`src/ssmo_defs.svh`:
```
// Constants for the skip/set memory-op execution block.
// Assumes inclusion by bare name from the package and modules.
`ifndef SSMO_DEFS_SVH
`define SSMO_DEFS_SVH

// ----------------------------------------
// Data and field widths
// ----------------------------------------
`define SSMO_DW 8
`define SSMO_BIT_W 3
`define SSMO_ADDR_W 8
`define SSMO_ONE 8'h01
`define SSMO_ALL_ONES 8'hFF
`define SSMO_ZERO 8'h00
// Carry flag values after a subtract
`define SSMO_C_NEG 1'b0
`define SSMO_C_POS 1'b1
// Reset values
`define SSMO_WREG_RST 8'h00
`define SSMO_FLAGS_RST 6'h00

`endif

```
`src/ssmo_pkg.sv`:
```
// Types for the skip/set memory-op execution block.
// Assumes ssmo_defs.svh is on the include path.
`include "ssmo_defs.svh"

package ssmo_pkg;

    // ----------------------------------------
    // Operation codes from the decoder
    // ----------------------------------------
    typedef enum logic [3:0] {
        SSMO_OP_NONE = 4'h0,
        SSMO_OP_SUB_BORROW_MEM = 4'h1,
        SSMO_OP_DEC_SKIP = 4'h2,
        SSMO_OP_DEC_SKIP_WREG = 4'h3,
        SSMO_OP_INC_SKIP = 4'h4,
        SSMO_OP_INC_SKIP_WREG = 4'h5,
        SSMO_OP_SET_BYTE = 4'h6,
        SSMO_OP_SET_BIT = 4'h7,
        SSMO_OP_BIT_TEST_SKIP = 4'h8,
        SSMO_OP_NOP = 4'h9
    } ssmo_op_e;

    // ----------------------------------------
    // Decoded instruction and status flags
    // ----------------------------------------
    typedef struct packed {
        ssmo_op_e op;
        logic [`SSMO_BIT_W-1:0] bit_sel;
        logic [`SSMO_DW-1:0] operand;
    } ssmo_instr_s;

    typedef struct packed {
        logic overflow_flag;
        logic zero_flag;
        logic half_carry_flag;
        logic carry_flag;
        logic signed_compare_flag;
        logic compare_zero_flag;
    } ssmo_flags_s;

    typedef struct packed {
        logic mem_we;
        logic [`SSMO_DW-1:0] mem_wdata;
        logic wreg_we;
        logic [`SSMO_DW-1:0] wreg_wdata;
        logic flags_we;
        logic skip;
    } ssmo_result_s;

endpackage

```
`src/ssmo_alu.sv`:
```
// Combinational datapath for the skip/set memory-op group.
// Assumes operand, working register and carry are stable in the execute cycle.
`timescale 1ns/1ns
`include "ssmo_defs.svh"

module ssmo_alu (
    input wire ssmo_pkg::ssmo_instr_s instr_i,
    input wire logic [`SSMO_DW-1:0] working_register_i,
    input wire ssmo_pkg::ssmo_flags_s flags_i,
    output ssmo_pkg::ssmo_result_s result_o,
    output ssmo_pkg::ssmo_flags_s flags_o
);
    // ----------------------------------------
    // Arithmetic
    // ----------------------------------------
    wire logic borrow_in = ~flags_i.carry_flag;
    wire logic [`SSMO_DW:0] sub_full = {1'b0, working_register_i}
        - {1'b0, instr_i.operand} - {8'h00, borrow_in};
    wire logic [4:0] sub_low = {1'b0, working_register_i[3:0]}
        - {1'b0, instr_i.operand[3:0]} - {4'h0, borrow_in};
    wire logic [`SSMO_DW-1:0] sub_res = sub_full[`SSMO_DW-1:0];
    wire logic sub_ovf = (working_register_i[7] ^ instr_i.operand[7])
        & (working_register_i[7] ^ sub_res[7]);
    wire logic [`SSMO_DW-1:0] dec_res = instr_i.operand - `SSMO_ONE;
    wire logic [`SSMO_DW-1:0] inc_res = instr_i.operand + `SSMO_ONE;
    wire logic [`SSMO_DW-1:0] bit_mask = `SSMO_ONE << instr_i.bit_sel;
    wire logic sel_bit = instr_i.operand[instr_i.bit_sel];
    wire logic is_dec = instr_i.op inside {ssmo_pkg::SSMO_OP_DEC_SKIP,
        ssmo_pkg::SSMO_OP_DEC_SKIP_WREG};
    wire logic is_inc = instr_i.op inside {ssmo_pkg::SSMO_OP_INC_SKIP,
        ssmo_pkg::SSMO_OP_INC_SKIP_WREG};
    wire logic [`SSMO_DW-1:0] step_res = is_dec ? dec_res : inc_res;

    // ----------------------------------------
    // Result selection
    // ----------------------------------------
    always_comb begin
        result_o = '0;
        flags_o = flags_i;
        unique case (instr_i.op)
            ssmo_pkg::SSMO_OP_SUB_BORROW_MEM: begin
                result_o.mem_we = 1'b1;
                result_o.mem_wdata = sub_res;
                result_o.flags_we = 1'b1;
                flags_o.carry_flag = sub_full[`SSMO_DW] ? `SSMO_C_NEG : `SSMO_C_POS;
                flags_o.overflow_flag = sub_ovf;
                flags_o.zero_flag = (sub_res == `SSMO_ZERO);
                flags_o.half_carry_flag = ~sub_low[4];
                // Compare flags see the borrow-adjusted difference as signed
                flags_o.signed_compare_flag = sub_res[7] ^ sub_ovf;
                flags_o.compare_zero_flag = (sub_res == `SSMO_ZERO);
            end
            ssmo_pkg::SSMO_OP_DEC_SKIP, ssmo_pkg::SSMO_OP_INC_SKIP: begin
                result_o.mem_we = 1'b1;
                result_o.mem_wdata = step_res;
                result_o.skip = (step_res == `SSMO_ZERO);
            end
            ssmo_pkg::SSMO_OP_DEC_SKIP_WREG, ssmo_pkg::SSMO_OP_INC_SKIP_WREG: begin
                result_o.wreg_we = 1'b1;
                result_o.wreg_wdata = step_res;
                result_o.skip = (step_res == `SSMO_ZERO);
            end
            ssmo_pkg::SSMO_OP_SET_BYTE: begin
                result_o.mem_we = 1'b1;
                result_o.mem_wdata = `SSMO_ALL_ONES;
            end
            ssmo_pkg::SSMO_OP_SET_BIT: begin
                result_o.mem_we = 1'b1;
                result_o.mem_wdata = instr_i.operand | bit_mask;
            end
            ssmo_pkg::SSMO_OP_BIT_TEST_SKIP: begin
                result_o.skip = sel_bit;
            end
            default: begin
                result_o = '0;
            end
        endcase
    end
endmodule

```
`src/ssmo_exec.sv`:
```
// Execute stage for the skip/set memory-op instruction group.
// Assumes the fetch stage presents one decoded instruction per cycle
// with its data-memory operand already read, and retires pc on advance.
// There is no forwarding: a word that reads a location written by the word
// just before it sees the stale value, so the fetch stage must space them.
`timescale 1ns/1ns
`include "ssmo_defs.svh"

// Overview of operation
// - Subtract with borrow, store, carry means not-negative
// - Subtract updates all six status flags
// - Decrement memory, skip when result zero
// - Taken skip costs one extra dummy cycle
// - Decrement into working register, memory unchanged
// - Byte set writes all ones, flags kept
// - Bit set forces one bit, rest kept
// - Increment memory, skip on wrap to zero
// - Increment into working register, memory unchanged
// - Bit test skips when selected bit set

module ssmo_exec (
    input wire logic mclk_i,
    input wire logic reset_i,
    input wire logic instr_valid_i,
    input wire ssmo_pkg::ssmo_instr_s instr_i,
    input wire logic [`SSMO_ADDR_W-1:0] mem_addr_i,
    output logic mem_we_o,
    output logic [`SSMO_ADDR_W-1:0] mem_waddr_o,
    output logic [`SSMO_DW-1:0] mem_wdata_o,
    output logic [`SSMO_DW-1:0] working_register_o,
    output ssmo_pkg::ssmo_flags_s flags_o,
    output logic pc_advance_o,
    output logic squash_o,
    output logic retire_o
);
    // ----------------------------------------
    // State
    // ----------------------------------------
    // One dummy state is enough: a squashed word can never skip again
    typedef enum logic [0:0] {
        SSMO_ST_RUN = 1'b0,
        SSMO_ST_DUMMY = 1'b1
    } ssmo_state_e;

    ssmo_state_e state_q;
    ssmo_state_e state_d;
    logic [`SSMO_DW-1:0] wreg_q;
    logic [`SSMO_DW-1:0] wreg_d;
    ssmo_pkg::ssmo_flags_s flags_q;
    ssmo_pkg::ssmo_flags_s flags_d;
    logic mem_we_q;
    logic [`SSMO_ADDR_W-1:0] mem_waddr_q;
    logic [`SSMO_DW-1:0] mem_wdata_q;
    logic pc_adv_q;
    logic squash_q;
    logic retire_q;

    ssmo_pkg::ssmo_result_s alu_res;
    ssmo_pkg::ssmo_flags_s alu_flags;

    // The datapath is combinational; every result it makes lands in a flop below
    ssmo_alu u_alu (
        .instr_i(instr_i),
        .working_register_i(wreg_q),
        .flags_i(flags_q),
        .result_o(alu_res),
        .flags_o(alu_flags)
    );

    // ----------------------------------------
    // Decode of this cycle's action
    // ----------------------------------------
    // The instruction in the dummy slot is the one being skipped: it is
    // consumed as a no-op so none of its writes can land.
    wire logic in_dummy = (state_q == SSMO_ST_DUMMY);
    wire logic exec_live = instr_valid_i & ~in_dummy;
    // A squashed word never starts a skip of its own
    wire logic take_skip = exec_live & alu_res.skip;
    wire logic do_mem_we = exec_live & alu_res.mem_we;
    wire logic do_wreg_we = exec_live & alu_res.wreg_we;
    wire logic do_flags_we = exec_live & alu_res.flags_we;
    wire logic leave_dummy = in_dummy & instr_valid_i;

    // ----------------------------------------
    // Skip sequencer
    // ----------------------------------------
    always_comb begin
        state_d = state_q;
        unique case (state_q)
            SSMO_ST_RUN: begin
                if (take_skip) begin
                    state_d = SSMO_ST_DUMMY;
                end
            end
            SSMO_ST_DUMMY: begin
                // Only leave once the squashed word has actually arrived
                if (leave_dummy) begin
                    state_d = SSMO_ST_RUN;
                end
            end
        endcase
    end

    assign wreg_d = do_wreg_we ? alu_res.wreg_wdata : wreg_q;
    assign flags_d = do_flags_we ? alu_flags : flags_q;

    // ----------------------------------------
    // Next values of the write port and pulses
    // ----------------------------------------
    // Address and data follow every word and only mem_we_d qualifies them,
    // which keeps the wide fields free of an enable multiplexer.
    wire logic mem_we_d = do_mem_we;
    wire logic [`SSMO_ADDR_W-1:0] mem_waddr_d = mem_addr_i;
    wire logic [`SSMO_DW-1:0] mem_wdata_d = alu_res.mem_wdata;
    // A squashed word still moves the program counter past itself
    wire logic pc_adv_d = instr_valid_i;
    wire logic squash_d = leave_dummy;
    wire logic retire_d = exec_live;

    // ----------------------------------------
    // Sequencer state
    // ----------------------------------------
    // A reset inside the dummy slot drops the pending squash
    always_ff @(posedge mclk_i) begin
        if (reset_i) begin
            state_q <= SSMO_ST_RUN;
        end else begin
            state_q <= state_d;
        end
    end

    // ----------------------------------------
    // Working register and status flags
    // ----------------------------------------
    always_ff @(posedge mclk_i) begin
        if (reset_i) begin
            wreg_q <= `SSMO_WREG_RST;
        end else begin
            wreg_q <= wreg_d;
        end
    end

    // Only the subtract writes the flags; it also reads carry as its borrow
    always_ff @(posedge mclk_i) begin
        if (reset_i) begin
            flags_q <= `SSMO_FLAGS_RST;
        end else begin
            flags_q <= flags_d;
        end
    end

    // ----------------------------------------
    // Data-memory write port
    // ----------------------------------------
    always_ff @(posedge mclk_i) begin
        if (reset_i) begin
            mem_we_q <= 1'b0;
        end else begin
            mem_we_q <= mem_we_d;
        end
    end

    always_ff @(posedge mclk_i) begin
        if (reset_i) begin
            mem_waddr_q <= '0;
        end else begin
            mem_waddr_q <= mem_waddr_d;
        end
    end

    always_ff @(posedge mclk_i) begin
        if (reset_i) begin
            mem_wdata_q <= `SSMO_ZERO;
        end else begin
            mem_wdata_q <= mem_wdata_d;
        end
    end

    // ----------------------------------------
    // Advance, squash and retire pulses
    // ----------------------------------------
    // Each pulse stands for one cycle after the word that it reports
    always_ff @(posedge mclk_i) begin
        if (reset_i) begin
            pc_adv_q <= 1'b0;
        end else begin
            pc_adv_q <= pc_adv_d;
        end
    end

    always_ff @(posedge mclk_i) begin
        if (reset_i) begin
            squash_q <= 1'b0;
        end else begin
            squash_q <= squash_d;
        end
    end

    always_ff @(posedge mclk_i) begin
        if (reset_i) begin
            retire_q <= 1'b0;
        end else begin
            retire_q <= retire_d;
        end
    end

    // ----------------------------------------
    // Outputs
    // ----------------------------------------
    // Bare flops, so the fetch stage never sees a decode glitch
    assign mem_we_o = mem_we_q;
    assign mem_waddr_o = mem_waddr_q;
    assign mem_wdata_o = mem_wdata_q;
    assign working_register_o = wreg_q;
    assign flags_o = flags_q;
    assign pc_advance_o = pc_adv_q;
    assign squash_o = squash_q;
    assign retire_o = retire_q;
endmodule

```
`config.mk`:
```
export PLATFORM = sky130hd
export DESIGN_NAME = ssmo_exec
export DESIGN_NICKNAME = d
export VERILOG_FILES = /design/src/ssmo_pkg.sv /design/src/ssmo_alu.sv /design/src/ssmo_exec.sv
export VERILOG_INCLUDE_DIRS = /design/src
export SDC_FILE = /design/constraint.sdc
export NUM_CORES = 1
export LEC_CHECK = 0
export BUFFER_PORTS_ARGS = -buffer_cell sky130_fd_sc_hd__buf_2
export CAP_MARGIN = 40
export CORE_ASPECT_RATIO = 0.75
export CORE_MARGIN = 2
export CORE_UTILIZATION = 46
export DETAILED_ROUTE_END_ITERATION = 8
export PLACE_DENSITY = 0.81
export SYNTH_ARGS = -nofsm -noshare
export SYNTH_HDL_FRONTEND = slang
export SYNTH_SLANG_ARGS = --single-unit
```
`constraint.sdc`:
```
create_clock -name mclk_i -period 9.2 [get_ports mclk_i]
set_clock_uncertainty 0.15 [all_clocks]
set_input_delay 2.76 -clock mclk_i [delete_from_list [all_inputs] [get_ports mclk_i]]
set_output_delay 2.76 -clock mclk_i [all_outputs]
set_load 0.01 [all_outputs]
```
==> Word-level counts from Yosys, hierarchy flattened <==
Index checks and enable logic that the tools add are counted.
W data, S select, Z words.
{ "word_totals": {"reg_bits": 34, "in_bits": 26, "out_inout_bits": 34, "wordCells": 61} }
{ "classes": {"add_sub_neg": 6, "n_lt_le_gt_ge": 1, "n_eq_ne": 8, "shifts": 1, "n_mux": 11, "bitwise": 14, "reduce_logical": 7} }
{ "op_table": {"columns": ["op", "n"], "rows": [
  ["$pmux W9 S4", 1],
  ["$eq A4 B3 Y1 const B", 4],
  ["$logic_not A8 Y1", 2],
  ["$mux W9", 1],
  ["$sub A8 B8 Y9", 1],
  ["$sub A9 B1 Y9", 1],
  ["$add A8 B1 Y8 const B", 1],
  ["$eq A4 B2 Y1 const B", 2],
  ["$mux W8", 1],
  ["$or A8 B8 Y8", 1],
  ["$shl A1 B3 Y8 const A", 1],
  ["$sub A8 B1 Y8 const B", 1],
  ["$and A1 B1 Y1", 7],
  ["$mux W1", 5],
  ["$sub A4 B4 Y5", 1],
  ["$sub A5 B1 Y5", 1],
  ["$eq A4 B1 Y1 const B", 1],
  ["$eq A4 B4 Y1 const B", 1],
  ["$lt A3 B4 Y1 const B", 1],
  ["$pmux W1 S2", 2],
  ["$reduce_or A2 Y1", 2],
  ["$reduce_or A4 Y1", 1],
  ["$bmux W1 S3", 1],
  ["$not A1 Y1", 3],
  ["other kinds (3)", 5]
]} }

==> Longest topological paths before layout <==
Gate-level depths: netlist of the first run.
{ "depth": {"depth_word": 8, "mapped_depth": 12, "depth_no_buf": 12} }

==> Cells and area by module <==
From an unflattened synthesis of the first run, not the netlist that was laid out.
{ "unflattened": {"hier_cells": 311, "area_unflattened_um2": 2603.7} }
{ "by_module_without_submodules": {"columns": ["mod", "instances", "cells_per_inst", "area_per_inst_um2", "seq_area_each_um2"], "rows": [
  ["ssmo_alu", 1, 202, 1371.3, 0.0],
  ["ssmo_exec", 1, 109, 1232.4, 700.7]
]} }

==> Worst setup path before layout of the first run <==
Ideal clock, no wire load.
{ "synth_path": {"path_type": "input port to flip-flop", "startpoint": "in instr_i[0] (netlist bit)", "endpoint": "reg flags_q (netlist bit flags_o[0])", "setup_ns": 0.059, "arrival_ns": 5.311, "required_ns": 8.991, "setup_slack_ns": 3.680, "stages": 9, "path_buffers": 0, "cell_sequence": "fa_1 -> ha_1 -> nor2_1 -> fa_1 -> xnor2_1 -> or4b_1 -> or4_1 -> or4_1 -> nand2_1"} }
{ "synth_between": {"elab_chain_len": 3} }
{ "synth_rtl": {"columns": ["element", "line", "source"], "rows": [
  ["start: declaration", "ssmo_exec.sv:25", "input wire ssmo_pkg::ssmo_instr_s instr_i,"],
  ["$sub A8 B8 Y9", "ssmo_alu.sv:18", "- {1'b0, instr_i.operand} - {8'h00, borrow_in};"],
  ["$sub A9 B1 Y9", "ssmo_alu.sv:18", null],
  ["$logic_not A8 Y1 (no source line)", null, null],
  ["end signal: assignment", "ssmo_exec.sv:146", "flags_q <= `SSMO_FLAGS_RST;"],
  ["end signal: assignment", "ssmo_exec.sv:148", "flags_q <= flags_d;"],
  ["end: declaration", "ssmo_exec.sv:49", "ssmo_pkg::ssmo_flags_s flags_q;"]
]} }
No other way between the ends.
A chain may end at the register's enable or synchronous reset.

==> Worst setup path after layout of the first run <==
Ends and elaborated chain as after synthesis.

==> impl_metrics.json, run 1 <==
{
  "outcome": "finished clean",
  "min_path_type": "flop to flop",
  "num_antenna_cells": 0,
  "fin_crit_ns": 5.53,
  "post-route-period-util_pct": 60.1,
  "arrival_ns": 5.62,
  "clock-sinks": 34,
  "clock_latency_ns": 0.29,
  "yosysWarnings": 0,
  "seq_area_frac_synth_pct": 29.0,
  "synth_nets": 327,
  "vias": 2151,
  "initial_core_util_pct": 48.0,
  "cts_setup_buffers": 0,
  "required_ns": 9.29,
  "place_area_mm2": 0.00267,
  "rsz0062_at_grt": "false",
  "viasPerCell": 5.52,
  "die_area_mm2": 0.00570,
  "finalInstanceArea_mm2": 0.00277,
  "tritoncts": "done",
  "ir_drop_uv": 69.4,
  "rows": 22,
  "groute.usage.overall_pct": 21.0,
  "hold_viol": 0,
  "crit_fanout": 7,
  "worst_setup_path_end_kind": "flop",
  "cp.buffers_inverters": 1,
  "cts_root_buffer": "clkbuf_8",
  "grt_max_degree": 32,
  "grt_pass1_vias": 1912,
  "drv_slew": 0,
  "antenna_found_initial": 0,
  "cp_top_family": "simple AND/OR/NAND/NOR gates",
  "final_common_cell": "buf_2",
  "netlist_area_mm2": 0.00235,
  "dp_hpwl_um": 4570,
  "hold_buffers": 0,
  "area_delta_synth_final_pct": 17.8,
  "fp.dieH_um": 65.9,
  "async_flop_share_pct": 0,
  "synth_ff_type": "dfxtp_1",
  "htree_levels": 2,
  "max_cap_violations": 0,
  "syn_avg_cell_area_um2": 8.55,
  "numPortBuffers": 59,
  "slowest_stage": "fa_1",
  "wl_per_cell_um": 15.0,
  "p_leak_nw": 1.25,
  "grt_pass1_wl_um": 9140,
  "cp_slowest_stage_delay_ns": 0.57,
  "synth_cell_types": 55,
  "synth_seq_cells": 34,
  "path_cells": "buf_2 -> fa_1 -> ha_1 -> nor2_1 -> fa_1 -> xnor2_1 -> or4b_1 -> or4_1 -> or4_1 -> nand2_1",
  "setup_violations": 0,
  "syn_inst": 275,
  "powerDensity_mw_per_mm2": 135,
  "drt_first_iter_violations": 152,
  "crit_type": "primary input to flop",
  "grt_overflow_total": 0,
  "ant_nets": 0,
  "synth_edf_count": 0,
  "routed_wl_um": 5860,
  "start_kind": "primary input",
  "cts-resized-gates": 0,
  "fin_tns_setup_ns": 0,
  "max_freq_mhz": 181,
  "route.detailed.drc": 0,
  "drive_above_1_share_pct": 22.7,
  "io_pins": 60,
  "nets": 381,
  "cts_made_buffers": 5,
  "coreArea_mm2": 0.00490,
  "clock_path_buffers": 2,
  "place.gp.congestion": 0.944,
  "layout_common_cells": "buf_2, dfxtp_1, inv_1",
  "relSlewSlack_pct": 47.7,
  "dr.pass1.iters": 4,
  "clk_pin_slew_worst_paths_ns": 0.07,
  "tightest_slew_ns": 0.778,
  "dieWidth_um": 86.6
}
==> state kept, by name, indices dropped and copies added, names as in the netlist <==
signal / flops
mem_waddr_o: 8
retire_o: 1
squash_o: 1
pc_advance_o: 1
in_dummy: 1
working_register_o: 8
mem_wdata_o: 8
mem_we_o: 1
flags_o: 5
==> synth_stat cells, types with 2 or more instances <==
cell type  number  area, um2
and3_1          2       12.5
nor3_1          6       30.0
buf_2           2       10.0
mux4_2          2       45.0
nor4b_1         2       17.5
a311o_1         2       20.0
xor2_1          3       26.3
inv_1          25       93.8
nand2_1        15       56.3
nor4_1          4       25.0
fa_1            3       60.1
nor2b_1        12       75.1
a211o_1         2       17.5
xnor2_1         9       78.8
dfxtp_1        34        681
a21oi_1        20        100
a211oi_1        4       30.0
a22oi_1         8       60.1
nor3b_1         5       37.5
nor2_1         21       78.8
o21ai_0         9       45.0
mux2i_1         7       70.1
nand3_1         3       15.0
o21a_1          3       22.5
clkbuf_1        9       33.8
or4_1           2       15.0
nand2b_1        4       25.0
ha_1           23        288
nand3b_1        8       60.1
==> worst reg2reg max path, cell delays in order, from the launching register on <==
cell and delay [ns]:
dfxtp_1 0.41, inv_1 0.10, fa_1 0.54, ha_1 0.18
nor2_1 0.07, fa_1 0.40, xnor2_1 0.16, or4b_1 0.45
or4_1 0.41, or4_1 0.41, nand2_1 0.08
==> layer usage <==
metal	track usage, %	wire length, um	up-vias
met3	7.24	593	16
met2	31.3	2450	83
met5	0	0	-
li1	-	-	1080
met4	6.84	136	0
met1	28.5	2680	972
==> layout make-up <==
class / count / area, um2
Sequential cell: 34 / 681
Clock buffer: 6 / 82.6
Timing Repair Buffer: 60 / 303
Tap cell: 60 / 75.1
Multi-Input combinational cell: 203 / 1520
Inverter: 25 / 93.8
Fill cell: 463 / 2130
Clock inverter: 2 / 12.5
==> path summary, 6_finish.rpt <==
kind,startpoint,to,slack (ns),cells after the start
min,flags_o[1]$_SDFFE_PP0P_,flags_o[1]$_SDFFE_PP0P_,0.30,2
max,instr_i[0],flags_o[0]$_SDFFE_PP0P_,3.67,10
max reg2reg,working_register_o[0]$_SDFFE_PP0P_,flags_o[0]$_SDFFE_PP0P_,5.81,10
min reg2reg,flags_o[1]$_SDFFE_PP0P_,flags_o[1]$_SDFFE_PP0P_,0.30,2
==> power breakdown <==
group / switching (mW) / leakage [nW] / total [mW] / internal [mW]
logic: 0.0613 / 0.930 / 0.103 / 0.0418
registers: 0.00190 / 0.277 / 0.154 / 0.152
clock network: 0.0555 / 0.0472 / 0.116 / 0.0601
==> cell families (layout without fill, tap and decap cells) <==
family	Yosys count	after routing	synth area share, %
compound gates	60	60	16.6
flops	34	34	29.0
xor+xnor	12	12	4.47
fa+ha+maj	26	26	14.8
simple gates	95	95	23.5
mux	10	10	5.38
buf+inv	38	93	6.33
==> metrics by stage <==
stage / total power [mW] / hold slack, ns / worst slack, ns / instances / utilization, %
6_report: 0.373 / 0.302 / 3.67 / 390 / 56.5
5_1_grt: 0.393 / 0.342 / 3.53 / 390 / 56.5
4_1_cts: 0.373 / 0.308 / 3.68 / 390 / 56.5
3_5_place_dp: 0.258 / 0.298 / 3.40 / 382 / 54.6
3_3_place_gp: 0.256 / 0.290 / 3.43 / 382 / 54.6
2_1_floorplan: 0.227 / 0.309 / 3.68 / 275 / -
Note: power is estimated with default switching activity, not from simulation.
==> inputs of run 2 (changes only) <==
--- a/config.mk
+++ b/config.mk
@@ -12,7 +12,7 @@
 export CORE_MARGIN = 2
 export CORE_UTILIZATION = 46
 export DETAILED_ROUTE_END_ITERATION = 8
-export PLACE_DENSITY = 0.81
+export PLACE_DENSITY = 0.84
 export SYNTH_ARGS = -nofsm -noshare
 export SYNTH_HDL_FRONTEND = slang
 export SYNTH_SLANG_ARGS = --single-unit
==> constraint.sdc (replaced) <==
create_clock -name mclk_i -period 4.75 [get_ports mclk_i]
set_clock_uncertainty 0.15 [all_clocks]
set_input_delay 1.425 -clock mclk_i [delete_from_list [all_inputs] [get_ports mclk_i]]
set_output_delay 1.425 -clock mclk_i [all_outputs]
set_load 0.01 [all_outputs]
==> run 2 against run 1 <==
Sequential cell count is the same. Cell area stayed put. Combinational power increased by 92%. Total power increased by 93%. Die area unchanged. Critical path depth stayed put. Count of clock-buffer cells in the layout is the same.
==> impl_metrics.json, run 2 (synthesis gave the netlist of run 1 again) <==
{
  "outcome": "finished clean",
  "ir_drop_uv": 144,
  "ant_nets": 0,
  "num_antenna_cells": 0,
  "grt_max_degree": 32,
  "grt_overflow_total": 0,
  "arrival_ns": 4.30,
  "viasPerCell": 5.54,
  "area_delta_synth_final_pct": 17.8,
  "drt_first_iter_violations": 100,
  "fin_util_pct": 56.5,
  "cts-resized-gates": 0,
  "path_cells": "buf_2 -> fa_1 -> ha_1 -> nor2_1 -> fa_1 -> xnor2_1 -> or4b_1 -> or4_1 -> or4_1 -> nand2_1",
  "drive_above_1_share_pct": 22.7,
  "dp_hpwl_um": 4630,
  "max_cap_violations": 0,
  "coreArea_mm2": 0.00490,
  "fin_tns_setup_ns": 0,
  "antenna_found_initial": 0,
  "hold_viol": 0,
  "dr.pass1.iters": 4,
  "dieWidth_um": 86.6,
  "max_freq_mhz": 238,
  "place.gp.congestion": 0.962,
  "start_kind": "primary input",
  "cp.buffers_inverters": 1,
  "layout_common_cells": "buf_2, dfxtp_1, inv_1",
  "clock_path_buffers": 2,
  "cts_root_buffer": "clkbuf_8",
  "clk_pin_slew_worst_paths_ns": 0.07,
  "setup_violations": 0,
  "worst_setup_path_end_kind": "flop",
  "crit_type": "primary input to flop",
  "relSlewSlack_pct": 44.9,
  "vias": 2159,
  "cts_setup_buffers": 0,
  "routed_wl_um": 6000,
  "required_ns": 4.84,
  "rows": 22,
  "fin_crit_ns": 4.21,
  "die_area_mm2": 0.00570,
  "cp_top_family": "simple AND/OR/NAND/NOR gates",
  "cts_made_buffers": 5,
  "nets": 381,
  "numPortBuffers": 59,
  "clock-sinks": 34,
  "crit_fanout": 7,
  "hold_buffers": 0,
  "pre_cts_slack_ns": 0.301,
  "clock_latency_ns": 0.29,
  "rsz0062_at_grt": "false",
  "final_common_cell": "buf_2",
  "post-route-period-util_pct": 88.6,
  "tightest_slew_ns": 0.820,
  "wl_per_cell_um": 15.4,
  "fp.dieH_um": 65.9,
  "min_path_type": "flop to flop",
  "cp_slowest_stage_delay_ns": 0.56,
  "htree_levels": 2,
  "groute.usage.overall_pct": 21.8,
  "initial_core_util_pct": 48.0,
  "p_leak_nw": 1.25,
  "grt_pass1_wl_um": 9370,
  "slowest_stage": "fa_1",
  "drv_slew": 0,
  "tritoncts": "done",
  "setup_slack_ns": 0.541,
  "route.detailed.drc": 0,
  "grt_pass1_vias": 1932,
  "powerDensity_mw_per_mm2": 260,
  "io_pins": 60
}
[run 2: report_power, final]
group	switching (mW)	leakage, nW	internal [mW]
Sequential	0.00375	0.277	0.294
Combinational	0.118	0.930	0.0806
Clock	0.108	0.0472	0.116
Total	0.230	1.25	0.491
[run 2: worst register-to-register path, stage by stage, from the launching register on]
cell and delay (ns):
dfxtp_1 0.41, inv_1 0.08, fa_1 0.48, inv_1 0.07
ha_1 0.16, nor2_1 0.06, fa_1 0.40, xnor2_1 0.16
or4b_1 0.48, or4_1 0.40, or4_1 0.41, nand2_1 0.08
[run 2: per-layer routing]
layer / track usage, % / part of all wire [%] / up-vias / wire length, um
li1: - / - / 1081 / -
met1: 30.3 / 46 / 983 / 2760
met2: 32.2 / 42 / 88 / 2520
met3: 6.62 / 11 / 7 / 644
met4: 6.84 / 1.2 / 0 / 73
met5: 0 / 0 / - / 0
[run 2: metrics by stage]
| stage | power (mW) | hold slack (ns) | std cells | cell area, um2 |
|---|---|---|---|---|
| floorplan | 0.440 | 0.309 | 275 | 2350 |
| global placement | 0.495 | 0.290 | 382 | 2670 |
| detailed placement | 0.498 | 0.306 | 382 | 2670 |
| CTS | 0.725 | 0.317 | 390 | 2770 |
| global route | 0.763 | 0.342 | 390 | 2770 |
| finish | 0.721 | 0.315 | 390 | 2770 |
[run 2: final cells by class]
class                           instances  area [um2]
Clock buffer                            6        82.6
Clock inverter                          2        12.5
Fill cell                             457        2130
Inverter                               25        93.8
Multi-Input combinational cell        203        1520
Sequential cell                        34         681
Tap cell                               60        75.1
Timing Repair Buffer                   60         303
[run 2: path summary, 6_finish.rpt]
path	startpoint	cells after the start	endpoint	slack (ns)
worst max-delay path	instr_i[0]	10	flags_o[0]$_SDFFE_PP0P_	0.54
worst min-delay path	flags_o[1]$_SDFFE_PP0P_	2	flags_o[1]$_SDFFE_PP0P_	0.31
worst max register to register	working_register_o[0]$_SDFFE_PP0P_	11	flags_o[0]$_SDFFE_PP0P_	1.36
worst min register to register	flags_o[1]$_SDFFE_PP0P_	2	flags_o[1]$_SDFFE_PP0P_	0.31
==> inputs of run 3 (changes only) <==
--- a/config.mk
+++ b/config.mk
@@ -7,10 +7,11 @@
 export NUM_CORES = 1
 export LEC_CHECK = 0
 export BUFFER_PORTS_ARGS = -buffer_cell sky130_fd_sc_hd__buf_2
-export CAP_MARGIN = 40
+export CAP_MARGIN = 0
 export CORE_ASPECT_RATIO = 0.75
-export CORE_MARGIN = 2
+export CORE_MARGIN = 3
 export CORE_UTILIZATION = 46
+export CTS_BUF_LIST = sky130_fd_sc_hd__clkbuf_16
 export DETAILED_ROUTE_END_ITERATION = 8
 export PLACE_DENSITY = 0.84
 export SYNTH_ARGS = -nofsm -noshare
==> run 3 against run 2 <==
Fmax fell by 0.27%. Core utilization rose by 4.7 points. Sequential share of layout area fell by 0.82 points. Register-to-register slack improved by 0.02 ns.
==> impl_metrics.json, run 3 (synthesis gave the netlist of run 1 again) <==
{
  "hold_buffers": 0,
  "layout_common_cells": "buf_2, dfxtp_1, inv_1",
  "seqCellArea_um2": 681,
  "groute.usage.overall_pct": 21.1,
  "tightest_slew_ns": 0.858,
  "crit_fanout": 7,
  "min_path_type": "flop to flop",
  "clock_latency_ns": 0.29,
  "crit_type": "primary input to flop",
  "numPortBuffers": 59,
  "final_cells": 387,
  "dr.pass1.iters": 5,
  "relSlewSlack_pct": 42.4,
  "max_cap_violations": 0,
  "cts_root_buffer": "clkbuf_16",
  "grt_overflow_total": 0,
  "antenna_found_initial": 0,
  "num_antenna_cells": 0,
  "hold_depth": 2,
  "grt_pass1_wl_um": 9820,
  "htree_levels": 2,
  "final_common_cell": "buf_2",
  "die_area_mm2": 0.00601,
  "ant_nets": 0,
  "placed_cells": 379,
  "wl_per_cell_um": 15.8,
  "max_freq_mhz": 237,
  "coreArea_mm2": 0.00468,
  "powerDensity_mw_per_mm2": 323,
  "hold_viol": 0,
  "fin_total_pwr_mw": 0.924,
  "setup_slack_ns": 0.529,
  "rsz0062_at_grt": "false",
  "required_ns": 4.83,
  "clk_pin_slew_worst_paths_ns": 0.05,
  "dieWidth_um": 88.6,
  "initial_core_util_pct": 50.3,
  "drv_slew": 0,
  "ir_drop_uv": 139,
  "worst_setup_path_end_kind": "flop",
  "finalInstanceArea_mm2": 0.00286,
  "start_kind": "primary input",
  "route.detailed.drc": 0,
  "cts_setup_buffers": 0,
  "io_pins": 60,
  "routed_wl_um": 6100,
  "fp.dieH_um": 67.9,
  "p_leak_nw": 1.30,
  "r2r_cells": 11,
  "fin_crit_ns": 4.22,
  "area_delta_synth_final_pct": 21.8,
  "tritoncts": "done",
  "drive_above_1_share_pct": 22.7,
  "multiInputGateArea_mm2": 0.00152,
  "outcome": "finished clean",
  "post-route-period-util_pct": 88.9,
  "nets": 381,
  "drt_first_iter_violations": 156,
  "fillers": 409,
  "clock-sinks": 34,
  "cts-resized-gates": 0,
  "clock_path_buffers": 2,
  "pre_cts_slack_ns": 0.280,
  "rows": 21,
  "viasPerCell": 5.75,
  "arrival_ns": 4.30,
  "grt_max_degree": 32,
  "setup_violations": 0,
  "dp_hpwl_um": 4650,
  "cts_made_buffers": 5,
  "holdWs_ns": 0.312,
  "grt_pass1_vias": 2076,
  "place.gp.congestion": 0.999,
  "place_area_mm2": 0.00267,
  "fin_util_pct": 61.2,
  "fin_tns_setup_ns": 0,
  "vias": 2227
}
## run 3: changes by cell type in the layout (fill, tap and decap cells not counted), sizes merged
cell and delta:
clkinvlp -1, bufinv +2, clkbuf -1
## run 3: per-layer routing
| metal | vias to the layer above | share of wire [%] | track usage, % |
|---|---|---|---|
| li1 | 1081 | - | - |
| met1 | 1021 | 44 | 28.1 |
| met2 | 113 | 45 | 34.7 |
| met3 | 12 | 8.9 | 4.93 |
| met4 | 0 | 1.2 | 5.28 |
| met5 | - | 0 | 0 |
## run 3: final cells by class
class	instances	share of cell area [%]
clock buffer	5	4.37
clock inverter	3	2.40
inverter	25	3.28
multi-input combinational	203	53.1
sequential	34	23.8
tap	57	2.49
timing repair buffer	60	10.6
## run 3: worst max-delay path: stages
cell and delay [ns]:
buf_2 0.15, fa_1 0.56, ha_1 0.17, nor2_1 0.07, fa_1 0.40, xnor2_1 0.15
or4b_1 0.46, or4_1 0.42, or4_1 0.41, nand2_1 0.07
## run 3: final timing paths
check                             to  slack, ns                               start
min reg2reg  flags_o[1]$_SDFFE_PP0P_       0.31             flags_o[1]$_SDFFE_PP0P_
max          flags_o[0]$_SDFFE_PP0P_       0.53                          instr_i[0]
min          flags_o[1]$_SDFFE_PP0P_       0.31             flags_o[1]$_SDFFE_PP0P_
max reg2reg  flags_o[0]$_SDFFE_PP0P_       1.38  working_register_o[0]$_SDFFE_PP0P_
## run 3: power breakdown
group          internal (mW)  total (mW)  leakage [nW]  switching, mW
combinational         0.0811       0.200         0.930          0.118
sequential             0.295       0.298         0.277        0.00387
clock                  0.301       0.426        0.0940          0.125
